--- src/cpu_subset_regs.vh ---
`ifndef CPU_SUBSET_REGS_VH
`define CPU_SUBSET_REGS_VH

// ----------------------------------------------------------------
// Operation codes
// ----------------------------------------------------------------
`define OP_W 5
`define OP_DECIMAL_ADJUST 5'h00
`define OP_IRQ_BLOCK 5'h01
`define OP_DIV_S 5'h02
`define OP_DIV_U 5'h03
`define OP_DIV_SD 5'h04
`define OP_DIV_UD 5'h05
`define OP_DIV_FRAC 5'h06
`define OP_LOOP_LIT 5'h07
`define OP_LOOP_REG 5'h08
`define OP_SIGN_CHANGE_SEARCH 5'h09
`define OP_LEADING_ONE_SEARCH 5'h0A
`define OP_TRAILING_ONE_SEARCH 5'h0B
`define OP_JUMP_DIRECT 5'h0C
`define OP_JUMP_INDIRECT 5'h0D
`define OP_JUMP_LONG 5'h0E
`define OP_SHIFT_RIGHT_REG 5'h0F
`define OP_SHIFT_RIGHT_LIT 5'h10

// ----------------------------------------------------------------
// Cycle and word counts
// ----------------------------------------------------------------
`define CNT_W 5
`define CYC_SINGLE 5'h01
`define CYC_DIVIDE 5'h12
`define CYC_LOOP 5'h02
`define CYC_JUMP 5'h04
`define CYC_SFR_EXTRA 5'h01
`define WORDS_W 2
`define WORDS_ONE 2'h1
`define WORDS_TWO 2'h2
`define DIV_STEPS 5'h10

// ----------------------------------------------------------------
// Status flag layout {N, OV, Z, C}
// ----------------------------------------------------------------
`define FLAG_W 4
`define FLAG_C 0
`define FLAG_Z 1
`define FLAG_OV 2
`define FLAG_N 3
`define FLAGS_RESET 4'h0
`define MASK_NONE 4'h0
`define MASK_C 4'h1
`define MASK_NZ 4'hA
`define MASK_NZCOV 4'hF

// ----------------------------------------------------------------
// Literal fields and decimal adjust constants
// ----------------------------------------------------------------
`define LIT14_W 14
`define LIT15_W 15
`define LIT5_W 5
`define SHIFT_REG_W 4
`define BCD_LIMIT 4'h9
`define BCD_LOW_FIX 9'h006
`define BCD_HIGH_FIX 9'h060

`endif

--- src/divide_engine.v ---
`include "cpu_subset_regs.vh"
`default_nettype none

module divide_engine (
   input wire clock,
   input wire rst_n,
   input wire start,
   input wire signed_mode,
   input wire wide_mode,
   input wire frac_mode,
   input wire [15:0] dividend_hi,
   input wire [15:0] dividend_lo,
   input wire [15:0] divisor,
   output wire [15:0] quotient,
   output wire [15:0] remainder,
   output wire overflow
);
   // ----------------------------------------------------------------
   // Operand magnitudes
   // ----------------------------------------------------------------
   wire [31:0] base_num;
   wire num_neg;
   wire [31:0] num_abs;
   wire [31:0] num_mag;
   wire den_neg;
   wire [15:0] den_mag;
   assign base_num = wide_mode ? {dividend_hi, dividend_lo} :
                     (signed_mode ? {{16{dividend_lo[15]}}, dividend_lo} :
                      {16'h0000, dividend_lo});
   assign num_neg = signed_mode & base_num[31];
   assign num_abs = num_neg ? (32'h00000000 - base_num) : base_num;
   // Fractional form scales the dividend to Q15
   assign num_mag = frac_mode ? {num_abs[16:0], 15'h0000} : num_abs;
   assign den_neg = signed_mode & divisor[15];
   assign den_mag = den_neg ? (16'h0000 - divisor) : divisor;

   // ----------------------------------------------------------------
   // Restoring shift-subtract loop
   // ----------------------------------------------------------------
   reg [15:0] rem_q;
   reg [15:0] quo_q;
   reg [15:0] den_q;
   reg [`CNT_W-1:0] step_q;
   reg pre_ov_q;
   reg quo_neg_q;
   reg rem_neg_q;
   reg signed_q;
   wire [16:0] trial;
   wire fits;
   assign trial = {rem_q, quo_q[15]};
   assign fits = trial >= {1'b0, den_q};

   always @(posedge clock) begin
      if (!rst_n) begin
         rem_q <= 16'h0000;
         quo_q <= 16'h0000;
         den_q <= 16'h0000;
         step_q <= 5'h00;
         pre_ov_q <= 1'b0;
         quo_neg_q <= 1'b0;
         rem_neg_q <= 1'b0;
         signed_q <= 1'b0;
      end else if (start) begin
         rem_q <= num_mag[31:16];
         quo_q <= num_mag[15:0];
         den_q <= den_mag;
         step_q <= `DIV_STEPS;
         pre_ov_q <= (den_mag == 16'h0000) | (num_mag[31:16] >= den_mag);
         quo_neg_q <= num_neg ^ den_neg;
         rem_neg_q <= num_neg;
         signed_q <= signed_mode;
      end else if (step_q != 5'h00) begin
         rem_q <= fits ? (trial[15:0] - den_q) : trial[15:0];
         quo_q <= {quo_q[14:0], fits};
         step_q <= step_q - 5'h01;
      end
   end

   // ----------------------------------------------------------------
   // Sign correction and range check
   // ----------------------------------------------------------------
   wire signed_ov;
   assign signed_ov = signed_q & quo_q[15] & ~(quo_neg_q & (quo_q == 16'h8000));
   assign quotient = quo_neg_q ? (16'h0000 - quo_q) : quo_q;
   assign remainder = rem_neg_q ? (16'h0000 - rem_q) : rem_q;
   assign overflow = pre_ov_q | signed_ov;
endmodule // divide_engine

`default_nettype wire

--- src/instr_exec.v ---
// Contract
// RULE_01: Decimal adjust: one word, one cycle, carry.
// RULE_02: Block interrupts literal cycles, flags untouched.
// RULE_03: 16/16 divides: 18 cycles, N Z C OV.
// RULE_04: 32/16 divides: 18 cycles, N Z C OV.
// RULE_05: Fractional divide: 18 cycles, N Z C OV.
// RULE_06: Literal loop runs body count plus one.
// RULE_07: Register loop runs body value plus one.
// RULE_08: Sign change search from MSb, carry only.
// RULE_09: Leading one search from MSb, carry only.
// RULE_10: Trailing one search from LSb, carry only.
// RULE_11: Jumps take four cycles, flags untouched.
// RULE_12: Shift right by register: N Z only.
// RULE_13: Shift right by literal: N Z only.
// RULE_14: Peripheral register access adds one cycle.
// RULE_15: Unaffected flags keep their previous values.
`include "cpu_subset_regs.vh"
`default_nettype none

module instr_exec #(
   parameter PC_W = 23
) (
   input wire clock,
   input wire rst_n,
   input wire issue_valid,
   input wire [`OP_W-1:0] issue_op,
   input wire [15:0] operand_a,
   input wire [15:0] operand_b,
   input wire [PC_W-1:0] imm,
   input wire [PC_W-1:0] instr_pc,
   input wire sfr_access,
   input wire dc_flag,
   input wire fetch_valid,
   input wire [PC_W-1:0] fetch_pc,
   output reg ready_q,
   output reg done_q,
   output reg [`WORDS_W-1:0] words_q,
   output reg [15:0] result_q,
   output reg [15:0] remainder_q,
   output reg [`FLAG_W-1:0] flags_q,
   output reg irq_blocked_q,
   output reg jump_q,
   output reg [PC_W-1:0] jump_target_q,
   output reg loop_active_q,
   output reg loop_branch_q,
   output reg [PC_W-1:0] loop_target_q
);
   // ----------------------------------------------------------------
   // States
   // ----------------------------------------------------------------
   localparam [1:0] ST_IDLE = 2'b01;
   localparam [1:0] ST_EXEC = 2'b10;

   reg [1:0] state_q;
   reg [`OP_W-1:0] op_q;
   reg [15:0] a_q;
   reg [15:0] b_q;
   reg [PC_W-1:0] imm_q;
   reg [PC_W-1:0] pc_q;
   reg dc_q;
   reg [`CNT_W-1:0] cnt_q;
   reg [`LIT14_W-1:0] block_cnt_q;
   reg [15:0] loop_cnt_q;
   reg [PC_W-1:0] loop_end_q;

   wire take;
   assign take = issue_valid & (state_q == ST_IDLE);

   // ----------------------------------------------------------------
   // Cycle and word tables
   // ----------------------------------------------------------------
   reg [`CNT_W-1:0] base_cycles;
   reg [`WORDS_W-1:0] op_words;
   reg [`FLAG_W-1:0] op_mask;
   always @* begin
      base_cycles = `CYC_SINGLE;
      op_words = `WORDS_ONE;
      op_mask = `MASK_NONE;
      case (issue_op)
         `OP_DECIMAL_ADJUST, `OP_SIGN_CHANGE_SEARCH,
         `OP_LEADING_ONE_SEARCH, `OP_TRAILING_ONE_SEARCH: begin
            op_mask = `MASK_C; // RULE_01
         end
         `OP_IRQ_BLOCK: begin
            op_mask = `MASK_NONE; // RULE_02
         end
         `OP_DIV_S, `OP_DIV_U, `OP_DIV_SD, `OP_DIV_UD, `OP_DIV_FRAC: begin
            base_cycles = `CYC_DIVIDE; // RULE_03
            op_mask = `MASK_NZCOV; // RULE_04
         end
         `OP_LOOP_LIT, `OP_LOOP_REG: begin
            base_cycles = `CYC_LOOP; // RULE_06
            op_words = `WORDS_TWO; // RULE_07
         end
         `OP_JUMP_DIRECT: begin
            base_cycles = `CYC_JUMP; // RULE_11
            op_words = `WORDS_TWO;
         end
         `OP_JUMP_INDIRECT, `OP_JUMP_LONG: begin
            base_cycles = `CYC_JUMP; // RULE_11
         end
         `OP_SHIFT_RIGHT_REG, `OP_SHIFT_RIGHT_LIT: begin
            op_mask = `MASK_NZ; // RULE_12
         end
         default: begin
            base_cycles = `CYC_SINGLE;
         end
      endcase
   end

   reg [`FLAG_W-1:0] mask_q;
   reg [`WORDS_W-1:0] op_words_q;

   // ----------------------------------------------------------------
   // Divider
   // ----------------------------------------------------------------
   wire is_div;
   wire [15:0] div_quo;
   wire [15:0] div_rem;
   wire div_ov;
   assign is_div = (issue_op >= `OP_DIV_S) && (issue_op <= `OP_DIV_FRAC);

   divide_engine u_divide (
      .clock(clock),
      .rst_n(rst_n),
      .start(take & is_div),
      .signed_mode((issue_op == `OP_DIV_S) | (issue_op == `OP_DIV_SD) |
                   (issue_op == `OP_DIV_FRAC)),
      .wide_mode((issue_op == `OP_DIV_SD) | (issue_op == `OP_DIV_UD)),
      .frac_mode(issue_op == `OP_DIV_FRAC), // RULE_05
      .dividend_hi(operand_b),
      .dividend_lo(operand_a),
      .divisor(imm[15:0]),
      .quotient(div_quo),
      .remainder(div_rem),
      .overflow(div_ov)
   );

   // ----------------------------------------------------------------
   // Single-cycle datapath
   // ----------------------------------------------------------------
   reg [8:0] bcd_lo;
   reg [8:0] bcd_hi;
   reg [15:0] sign_pos;
   reg sign_none;
   reg [15:0] lead_pos;
   reg lead_none;
   reg [15:0] trail_pos;
   reg trail_none;
   integer i;
   always @* begin
      bcd_lo = {1'b0, a_q[7:0]};
      if ((a_q[3:0] > `BCD_LIMIT) | dc_q) begin
         bcd_lo = bcd_lo + `BCD_LOW_FIX;
      end
      bcd_hi = bcd_lo;
      if ((bcd_lo[7:4] > `BCD_LIMIT) | bcd_lo[8] | flags_q[`FLAG_C]) begin
         bcd_hi = {1'b0, bcd_lo[7:0]} + `BCD_HIGH_FIX;
      end
      sign_pos = 16'h0000;
      sign_none = 1'b1;
      lead_pos = 16'h0000;
      lead_none = 1'b1;
      trail_pos = 16'h0000;
      trail_none = 1'b1;
      for (i = 0; i < 15; i = i + 1) begin
         if (a_q[i] != a_q[15]) begin
            sign_pos = i[15:0];
            sign_none = 1'b0;
         end
      end
      for (i = 0; i < 16; i = i + 1) begin
         if (a_q[i]) begin
            lead_pos = 16'h0010 - i[15:0];
            lead_none = 1'b0;
         end
         if (a_q[15 - i]) begin
            trail_pos = 16'h0010 - i[15:0];
            trail_none = 1'b0;
         end
      end
   end

   wire [15:0] shift_reg_res;
   wire [15:0] shift_lit_res;
   assign shift_reg_res = b_q >> a_q[`SHIFT_REG_W-1:0];
   assign shift_lit_res = b_q >> imm_q[`LIT5_W-1:0];

   reg [15:0] res;
   reg [`FLAG_W-1:0] calc;
   always @* begin
      res = 16'h0000;
      calc = flags_q;
      case (op_q)
         `OP_DECIMAL_ADJUST: begin
            res = {a_q[15:8], bcd_hi[7:0]}; // RULE_01
            calc[`FLAG_C] = flags_q[`FLAG_C] | bcd_lo[8] | bcd_hi[8];
         end
         `OP_DIV_S, `OP_DIV_U, `OP_DIV_SD, `OP_DIV_UD, `OP_DIV_FRAC: begin
            res = div_quo;
            calc[`FLAG_N] = div_quo[15];
            calc[`FLAG_Z] = (div_quo == 16'h0000);
            calc[`FLAG_C] = (div_rem != 16'h0000);
            calc[`FLAG_OV] = div_ov;
         end
         `OP_SIGN_CHANGE_SEARCH: begin
            res = sign_pos; // RULE_08
            calc[`FLAG_C] = sign_none;
         end
         `OP_LEADING_ONE_SEARCH: begin
            res = lead_pos; // RULE_09
            calc[`FLAG_C] = lead_none;
         end
         `OP_TRAILING_ONE_SEARCH: begin
            res = trail_pos; // RULE_10
            calc[`FLAG_C] = trail_none;
         end
         `OP_SHIFT_RIGHT_REG, `OP_SHIFT_RIGHT_LIT: begin
            res = (op_q == `OP_SHIFT_RIGHT_REG) ? shift_reg_res : shift_lit_res; // RULE_13
            calc[`FLAG_N] = res[15];
            calc[`FLAG_Z] = (res == 16'h0000);
         end
         default: begin
            res = 16'h0000;
         end
      endcase
   end

   // ----------------------------------------------------------------
   // Sequencer
   // ----------------------------------------------------------------
   wire finish;
   wire [31:0] long_target;
   wire [PC_W-1:0] loop_offset;
   assign finish = (state_q == ST_EXEC) && (cnt_q == `CYC_SINGLE);
   assign long_target = {b_q, a_q};
   assign loop_offset = {{(PC_W-16){1'b0}}, b_q};

   always @(posedge clock) begin
      if (!rst_n) begin
         state_q <= ST_IDLE;
         op_q <= `OP_DECIMAL_ADJUST;
         a_q <= 16'h0000;
         b_q <= 16'h0000;
         imm_q <= {PC_W{1'b0}};
         pc_q <= {PC_W{1'b0}};
         dc_q <= 1'b0;
         cnt_q <= 5'h00;
         mask_q <= `MASK_NONE;
         op_words_q <= `WORDS_ONE;
         ready_q <= 1'b1;
         done_q <= 1'b0;
         words_q <= `WORDS_ONE;
         result_q <= 16'h0000;
         remainder_q <= 16'h0000;
         flags_q <= `FLAGS_RESET;
         jump_q <= 1'b0;
         jump_target_q <= {PC_W{1'b0}};
      end else begin
         done_q <= 1'b0;
         jump_q <= 1'b0;
         case (state_q)
            ST_IDLE: begin
               if (take) begin
                  state_q <= ST_EXEC;
                  ready_q <= 1'b0;
                  op_q <= issue_op;
                  a_q <= operand_a;
                  b_q <= operand_b;
                  imm_q <= imm;
                  pc_q <= instr_pc;
                  dc_q <= dc_flag;
                  mask_q <= op_mask;
                  op_words_q <= op_words;
                  cnt_q <= sfr_access ? (base_cycles + `CYC_SFR_EXTRA) : base_cycles; // RULE_14
               end
            end
            ST_EXEC: begin
               cnt_q <= cnt_q - 5'h01;
               if (finish) begin
                  state_q <= ST_IDLE;
                  ready_q <= 1'b1;
                  done_q <= 1'b1;
                  words_q <= op_words_q;
                  result_q <= res;
                  remainder_q <= div_rem;
                  flags_q <= (calc & mask_q) | (flags_q & ~mask_q); // RULE_15
                  if ((op_q == `OP_JUMP_DIRECT) | (op_q == `OP_JUMP_INDIRECT) |
                      (op_q == `OP_JUMP_LONG)) begin
                     jump_q <= 1'b1; // RULE_11
                  end
                  if (op_q == `OP_JUMP_DIRECT) begin
                     jump_target_q <= imm_q;
                  end else if (op_q == `OP_JUMP_INDIRECT) begin
                     jump_target_q <= {{(PC_W-16){1'b0}}, a_q};
                  end else if (op_q == `OP_JUMP_LONG) begin
                     jump_target_q <= long_target[PC_W-1:0];
                  end
               end
            end
            default: begin
               state_q <= ST_IDLE;
               ready_q <= 1'b1;
            end
         endcase
      end
   end

   // ----------------------------------------------------------------
   // Interrupt block counter
   // ----------------------------------------------------------------
   always @(posedge clock) begin
      if (!rst_n) begin
         block_cnt_q <= 14'h0000;
         irq_blocked_q <= 1'b0;
      end else if (finish && (op_q == `OP_IRQ_BLOCK)) begin
         block_cnt_q <= imm_q[`LIT14_W-1:0]; // RULE_02
         irq_blocked_q <= (imm_q[`LIT14_W-1:0] != 14'h0000);
      end else if (block_cnt_q != 14'h0000) begin
         block_cnt_q <= block_cnt_q - 14'h0001;
         irq_blocked_q <= (block_cnt_q != 14'h0001);
      end
   end

   // ----------------------------------------------------------------
   // Hardware loop
   // ----------------------------------------------------------------
   always @(posedge clock) begin
      if (!rst_n) begin
         loop_active_q <= 1'b0;
         loop_cnt_q <= 16'h0000;
         loop_end_q <= {PC_W{1'b0}};
         loop_branch_q <= 1'b0;
         loop_target_q <= {PC_W{1'b0}};
      end else begin
         loop_branch_q <= 1'b0;
         if (finish && ((op_q == `OP_LOOP_LIT) || (op_q == `OP_LOOP_REG))) begin
            loop_active_q <= 1'b1;
            loop_cnt_q <= (op_q == `OP_LOOP_LIT) ?
                          {1'b0, imm_q[`LIT15_W-1:0]} : a_q; // RULE_06
            loop_end_q <= pc_q + loop_offset;
            loop_target_q <= pc_q + {{(PC_W-`WORDS_W){1'b0}}, `WORDS_TWO};
         end else if (loop_active_q && fetch_valid && (fetch_pc == loop_end_q)) begin
            if (loop_cnt_q == 16'h0000) begin
               loop_active_q <= 1'b0;
            end else begin
               loop_cnt_q <= loop_cnt_q - 16'h0001; // RULE_07
               loop_branch_q <= 1'b1;
            end
         end
      end
   end
endmodule // instr_exec

`default_nettype wire

--- config.mk ---
export PLATFORM = sky130hd
export DESIGN_NAME = instr_exec
export DESIGN_NICKNAME = d
export VERILOG_FILES = /design/src/divide_engine.v /design/src/instr_exec.v
export VERILOG_INCLUDE_DIRS = /design/src
export SDC_FILE = /design/constraint.sdc
export NUM_CORES = 1
export LEC_CHECK = 0
export ABC_AREA = 0
export BUFFER_PORTS_ARGS = -buffer_cell sky130_fd_sc_hd__buf_4
export CAP_MARGIN = 15
export CORE_MARGIN = 1.5
export CORE_UTILIZATION = 44
export DETAILED_ROUTE_END_ITERATION = 16
export SETUP_SLACK_MARGIN = 0.5
export SYNTH_ARGS = -nofsm -noshare
export SYNTH_HDL_FRONTEND = slang
export SYNTH_SLANG_ARGS = --single-unit
--- constraint.sdc ---
create_clock -name clock -period 9.3 [get_ports clock]
set_clock_uncertainty 0.1 [all_clocks]
set_input_delay 0.93 -clock clock [delete_from_list [all_inputs] [get_ports clock]]
set_output_delay 0.93 -clock clock [all_outputs]
set_load 0.05 [all_outputs]
==> results by group <==
Status
  • Outcome: completed

Worst setup path
  • CP endpoint: u_divide.pre_ov_q
  • Critical path origin: issue_op[1]
  • CP startpoint kind: input pin
  • Crit path DAT: approximately 4.4 ns
  • Reg-to-reg startpoint: op_q[3]
  • Reg2reg path depth: 9
  • Crit. End Element: register
  • Reg-to-Reg End: result_q[2]
  • CP Class: in2reg
  • R2R setup slack: 5.27 ns
  • Crit Path Max Fanout: 22
  • CP required: roughly 9.6 ns

Clock tree
  • CTS H-tree lvls: 2
  • Num CTS Buffers: 35
  • CTS Hold Bufs: 0
  • Clock latency on the worst-skew pair: roughly 0.56 ns
  • Clock root cell: clkbuf_16
  • Post-CTS Resized: 0
  • Post-CTS Setup Inserts: 0
  • Clock-pin slew on the worst setup and hold paths: roughly 0.060 ns
  • CTS tree: yes
  • Clk sinks: roughly 300
  • Clock Path Buffers: 3

Die
  • Die area: approximately 45000 um2
  • Die width: between 200 and 250 um
  • Boundary Pins: around 200
  • Rows: 76
  • Die H: 213 um
  • Initial Util: 0.448
  • Core area: about 43000 um2

Timing
  • Max Clock Freq: 244 MHz
  • Slew headroom: 0.215
  • Max-slew violations: 0
  • Final Cycle Share: 0.441
  • Worst-Margin Slew: ~1.2 ns
  • Setup TNS: 0 ns
  • RSZ-0062 raised after global routing: false
  • Final setup fails: 0
  • Final hold vios: 0
  • Final min period: roughly 4.1 ns

Global route
  • Number of antenna violations at the first check in global routing: 0
  • Largest net degree at the start of global routing: 91
  • Total gr overflow: 0
  • Global-route wire length before repair: 109000 um
  • Total Routing Usage GR: 0.312
  • Vias in the first global route: ~18000

Routing
  • Vias per inst: 5.97
  • DR iter-0 viols: about 1700
  • Wire per inst: about 22 um
  • Post-DRT Antenna Nets: 0
  • WL final: roughly 72000 um
  • DRC Markers: 0
  • Routed vias: between 15000 and 20000
  • Pre-antenna DRT Iters: 5

Cells and area
  • Multi-input gate area: ~13000 um2
  • Layout cells sized above 1: 0.133
  • Final nets: between 2000 and 3000
  • Filler cell count: between 4000 and 5000
  • Register area: around 5900 um2
  • Non-Filler Instances: 3282
  • Inserted Diodes: 0
  • Area growth, synth to finish: 14.9%

Synth
  • Area fraction of the dominant cell type after synthesis: 0.305
  • Mean Syn Cell Area: between 7 and 8 um2
  • EDFF count, synth: 0
  • Distinct cells, synth: about 100
  • Biggest area consumer among synthesized cells: dfxtp_1
  • Async set or reset register ratio after synthesis: 0
  • Synthesized area: 19400 um2
  • Number of synthesized register bits: 295
  • Post-Syn Instances: ~2600
  • Syn_nets: roughly 2800
  • Post-synth top flop: dfxtp_1
  • Syn. warnings: 0
  • Top cells by area, synth: dfxtp_1, nand2_1, a21oi_1
  • Seq/Total Area, Yosys: 0.305

Pwr
  • VDD IR max: approximately 0.26 mV
  • Pleak: 8.41 nW
  • PD cells: 202 nW/um2

Place
  • Cells after DPL: about 3200
  • Port buffer count: 201
  • Dpl hpwl: 53600 um
  • Gpl congestion: ~0.94

Run
  • Max Cap Violations: 0

Hold path
  • Min-Delay Path Class: reg2reg
[critical path, cell delays in order]
cell	delay, ns
buf_4	0.19
nor4b_4	0.28
buf_4	0.33
a32oi_2	0.13
nor2_1	0.12
buf_4	0.29
nand2_1	0.33
a211o_1	0.36
o211ai_1	0.21
ha_1	0.31
nor2b_1	0.12
o21ai_0	0.15
a21oi_1	0.09
o21ai_0	0.18
a21oi_1	0.09
o21ai_0	0.17
a41oi_1	0.12
[synthesized netlist by cell type, types with 14 or more instances]
cell type  count
nand2_1      383
dfxtp_1      295
a21oi_1      256
nor2_1       251
clkbuf_1     138
o21ai_0      135
xor2_1        85
a211oi_1      83
nand3_1       78
xnor2_1       72
inv_1         69
ha_1          68
nor3_1        58
nand2b_1      39
a311oi_1      38
mux2i_1       31
nor4_1        29
nor2b_1       24
o211ai_1      24
o31ai_1       24
nand4_1       23
and3_1        21
or3_1         20
a22oi_1       18
buf_1         17
a31oi_1       16
o21ai_1       15
or4_1         14
[worst min path at each step]
stage,from,endpoint,slack (ns),cells after the start
2_1_floorplan,op_words_q[0],op_words_q[0],0.33,1
3_3_place_gp,op_words_q[0],op_words_q[0],0.34,1
3_5_place_dp,op_words_q[0],op_words_q[0],0.34,1
4_1_cts,op_words_q[1],words_q[1],0.35,2
5_1_grt,op_words_q[0],op_words_q[0],0.36,1
6_report,op_words_q[0],op_words_q[0],0.35,1
[placed cells by master, fill, tap and decap left out, types with 36 or more instances in the layout]
master	n
xor2_1	85
nand2b_1	37
nor2_1	250
a21oi_1	256
o21ai_0	135
ha_1	68
a311oi_1	38
nand2_1	383
buf_4	227
xnor2_1	72
a211oi_1	83
clkbuf_16	36
nand3_1	78
inv_1	68
nor3_1	58
dfxtp_1	295
[state kept, by name, indices dropped and copies added (netlist names), 2 cells and up, named ones only]
name / flops
block_cnt_q: 14
pc_q: 23
loop_end_q: 23
imm_q: 23
u_divide.den_q: 16
loop_cnt_q: 16
u_divide.rem_q: 16
remainder_q: 16
state_q: 2
mask_q: 3
op_words_q: 2
jump_target_q: 23
b_q: 16
a_q: 16
u_divide.quo_q: 16
cnt_q: 5
words_q: 2
loop_target_q: 23
u_divide.step_q: 5
op_q: 5
result_q: 16
[layer usage]
metal	routed length, um	track usage
met5	0	0
met4	2640	0.124
met3	4400	0.0429
met2	32600	0.491
met1	32600	0.430
[where the power goes]
part / total (mW) / switching, mW / leakage [nW] / internal [mW]
logic: 1.52 / 0.909 / 5.45 / 0.612
registers: 1.58 / 0.200 / 2.40 / 1.38
clock network: 1.39 / 0.574 / 0.566 / 0.820
[cell type report]
class | count | area share
repair buffers | 227 | 0.0765
clock inverters | 11 | 0.00573
flip-flops and latches | 295 | 0.265
multi-input cells | 2043 | 0.562
well taps | 585 | 0.0329
clock buffers | 52 | 0.0458
inverters | 69 | 0.0119
[cells by family after synthesis]
kind of cell / count (synthesis) / share of synthesized area
AOI/OAI and AO/OA: 746 / 0.249
DFF: 295 / 0.305
adders and majority gates: 70 / 0.0460
buffers and inverters: 247 / 0.0514
and+or+nand+nor: 1023 / 0.251
muxes: 47 / 0.0266
xor gates and xnor gates: 157 / 0.0709
[through the flow]
stage | setup slack, ns | hold WS [ns] | util | instance area (um2) | total power [mW]
after floorplan | 5.40 | 0.326 | - | 19400 | 2.66
after global placement | 4.61 | 0.337 | 0.488 | 21100 | 3.07
after detailed placement | 4.63 | 0.339 | 0.488 | 21100 | 3.10
after CTS | 5.22 | 0.351 | 0.515 | 22300 | 4.50
after global routing | 4.91 | 0.359 | 0.515 | 22300 | 4.75
final | 5.20 | 0.350 | 0.515 | 22300 | 4.50
No activity file was read; power rests on OpenSTA's default activity.
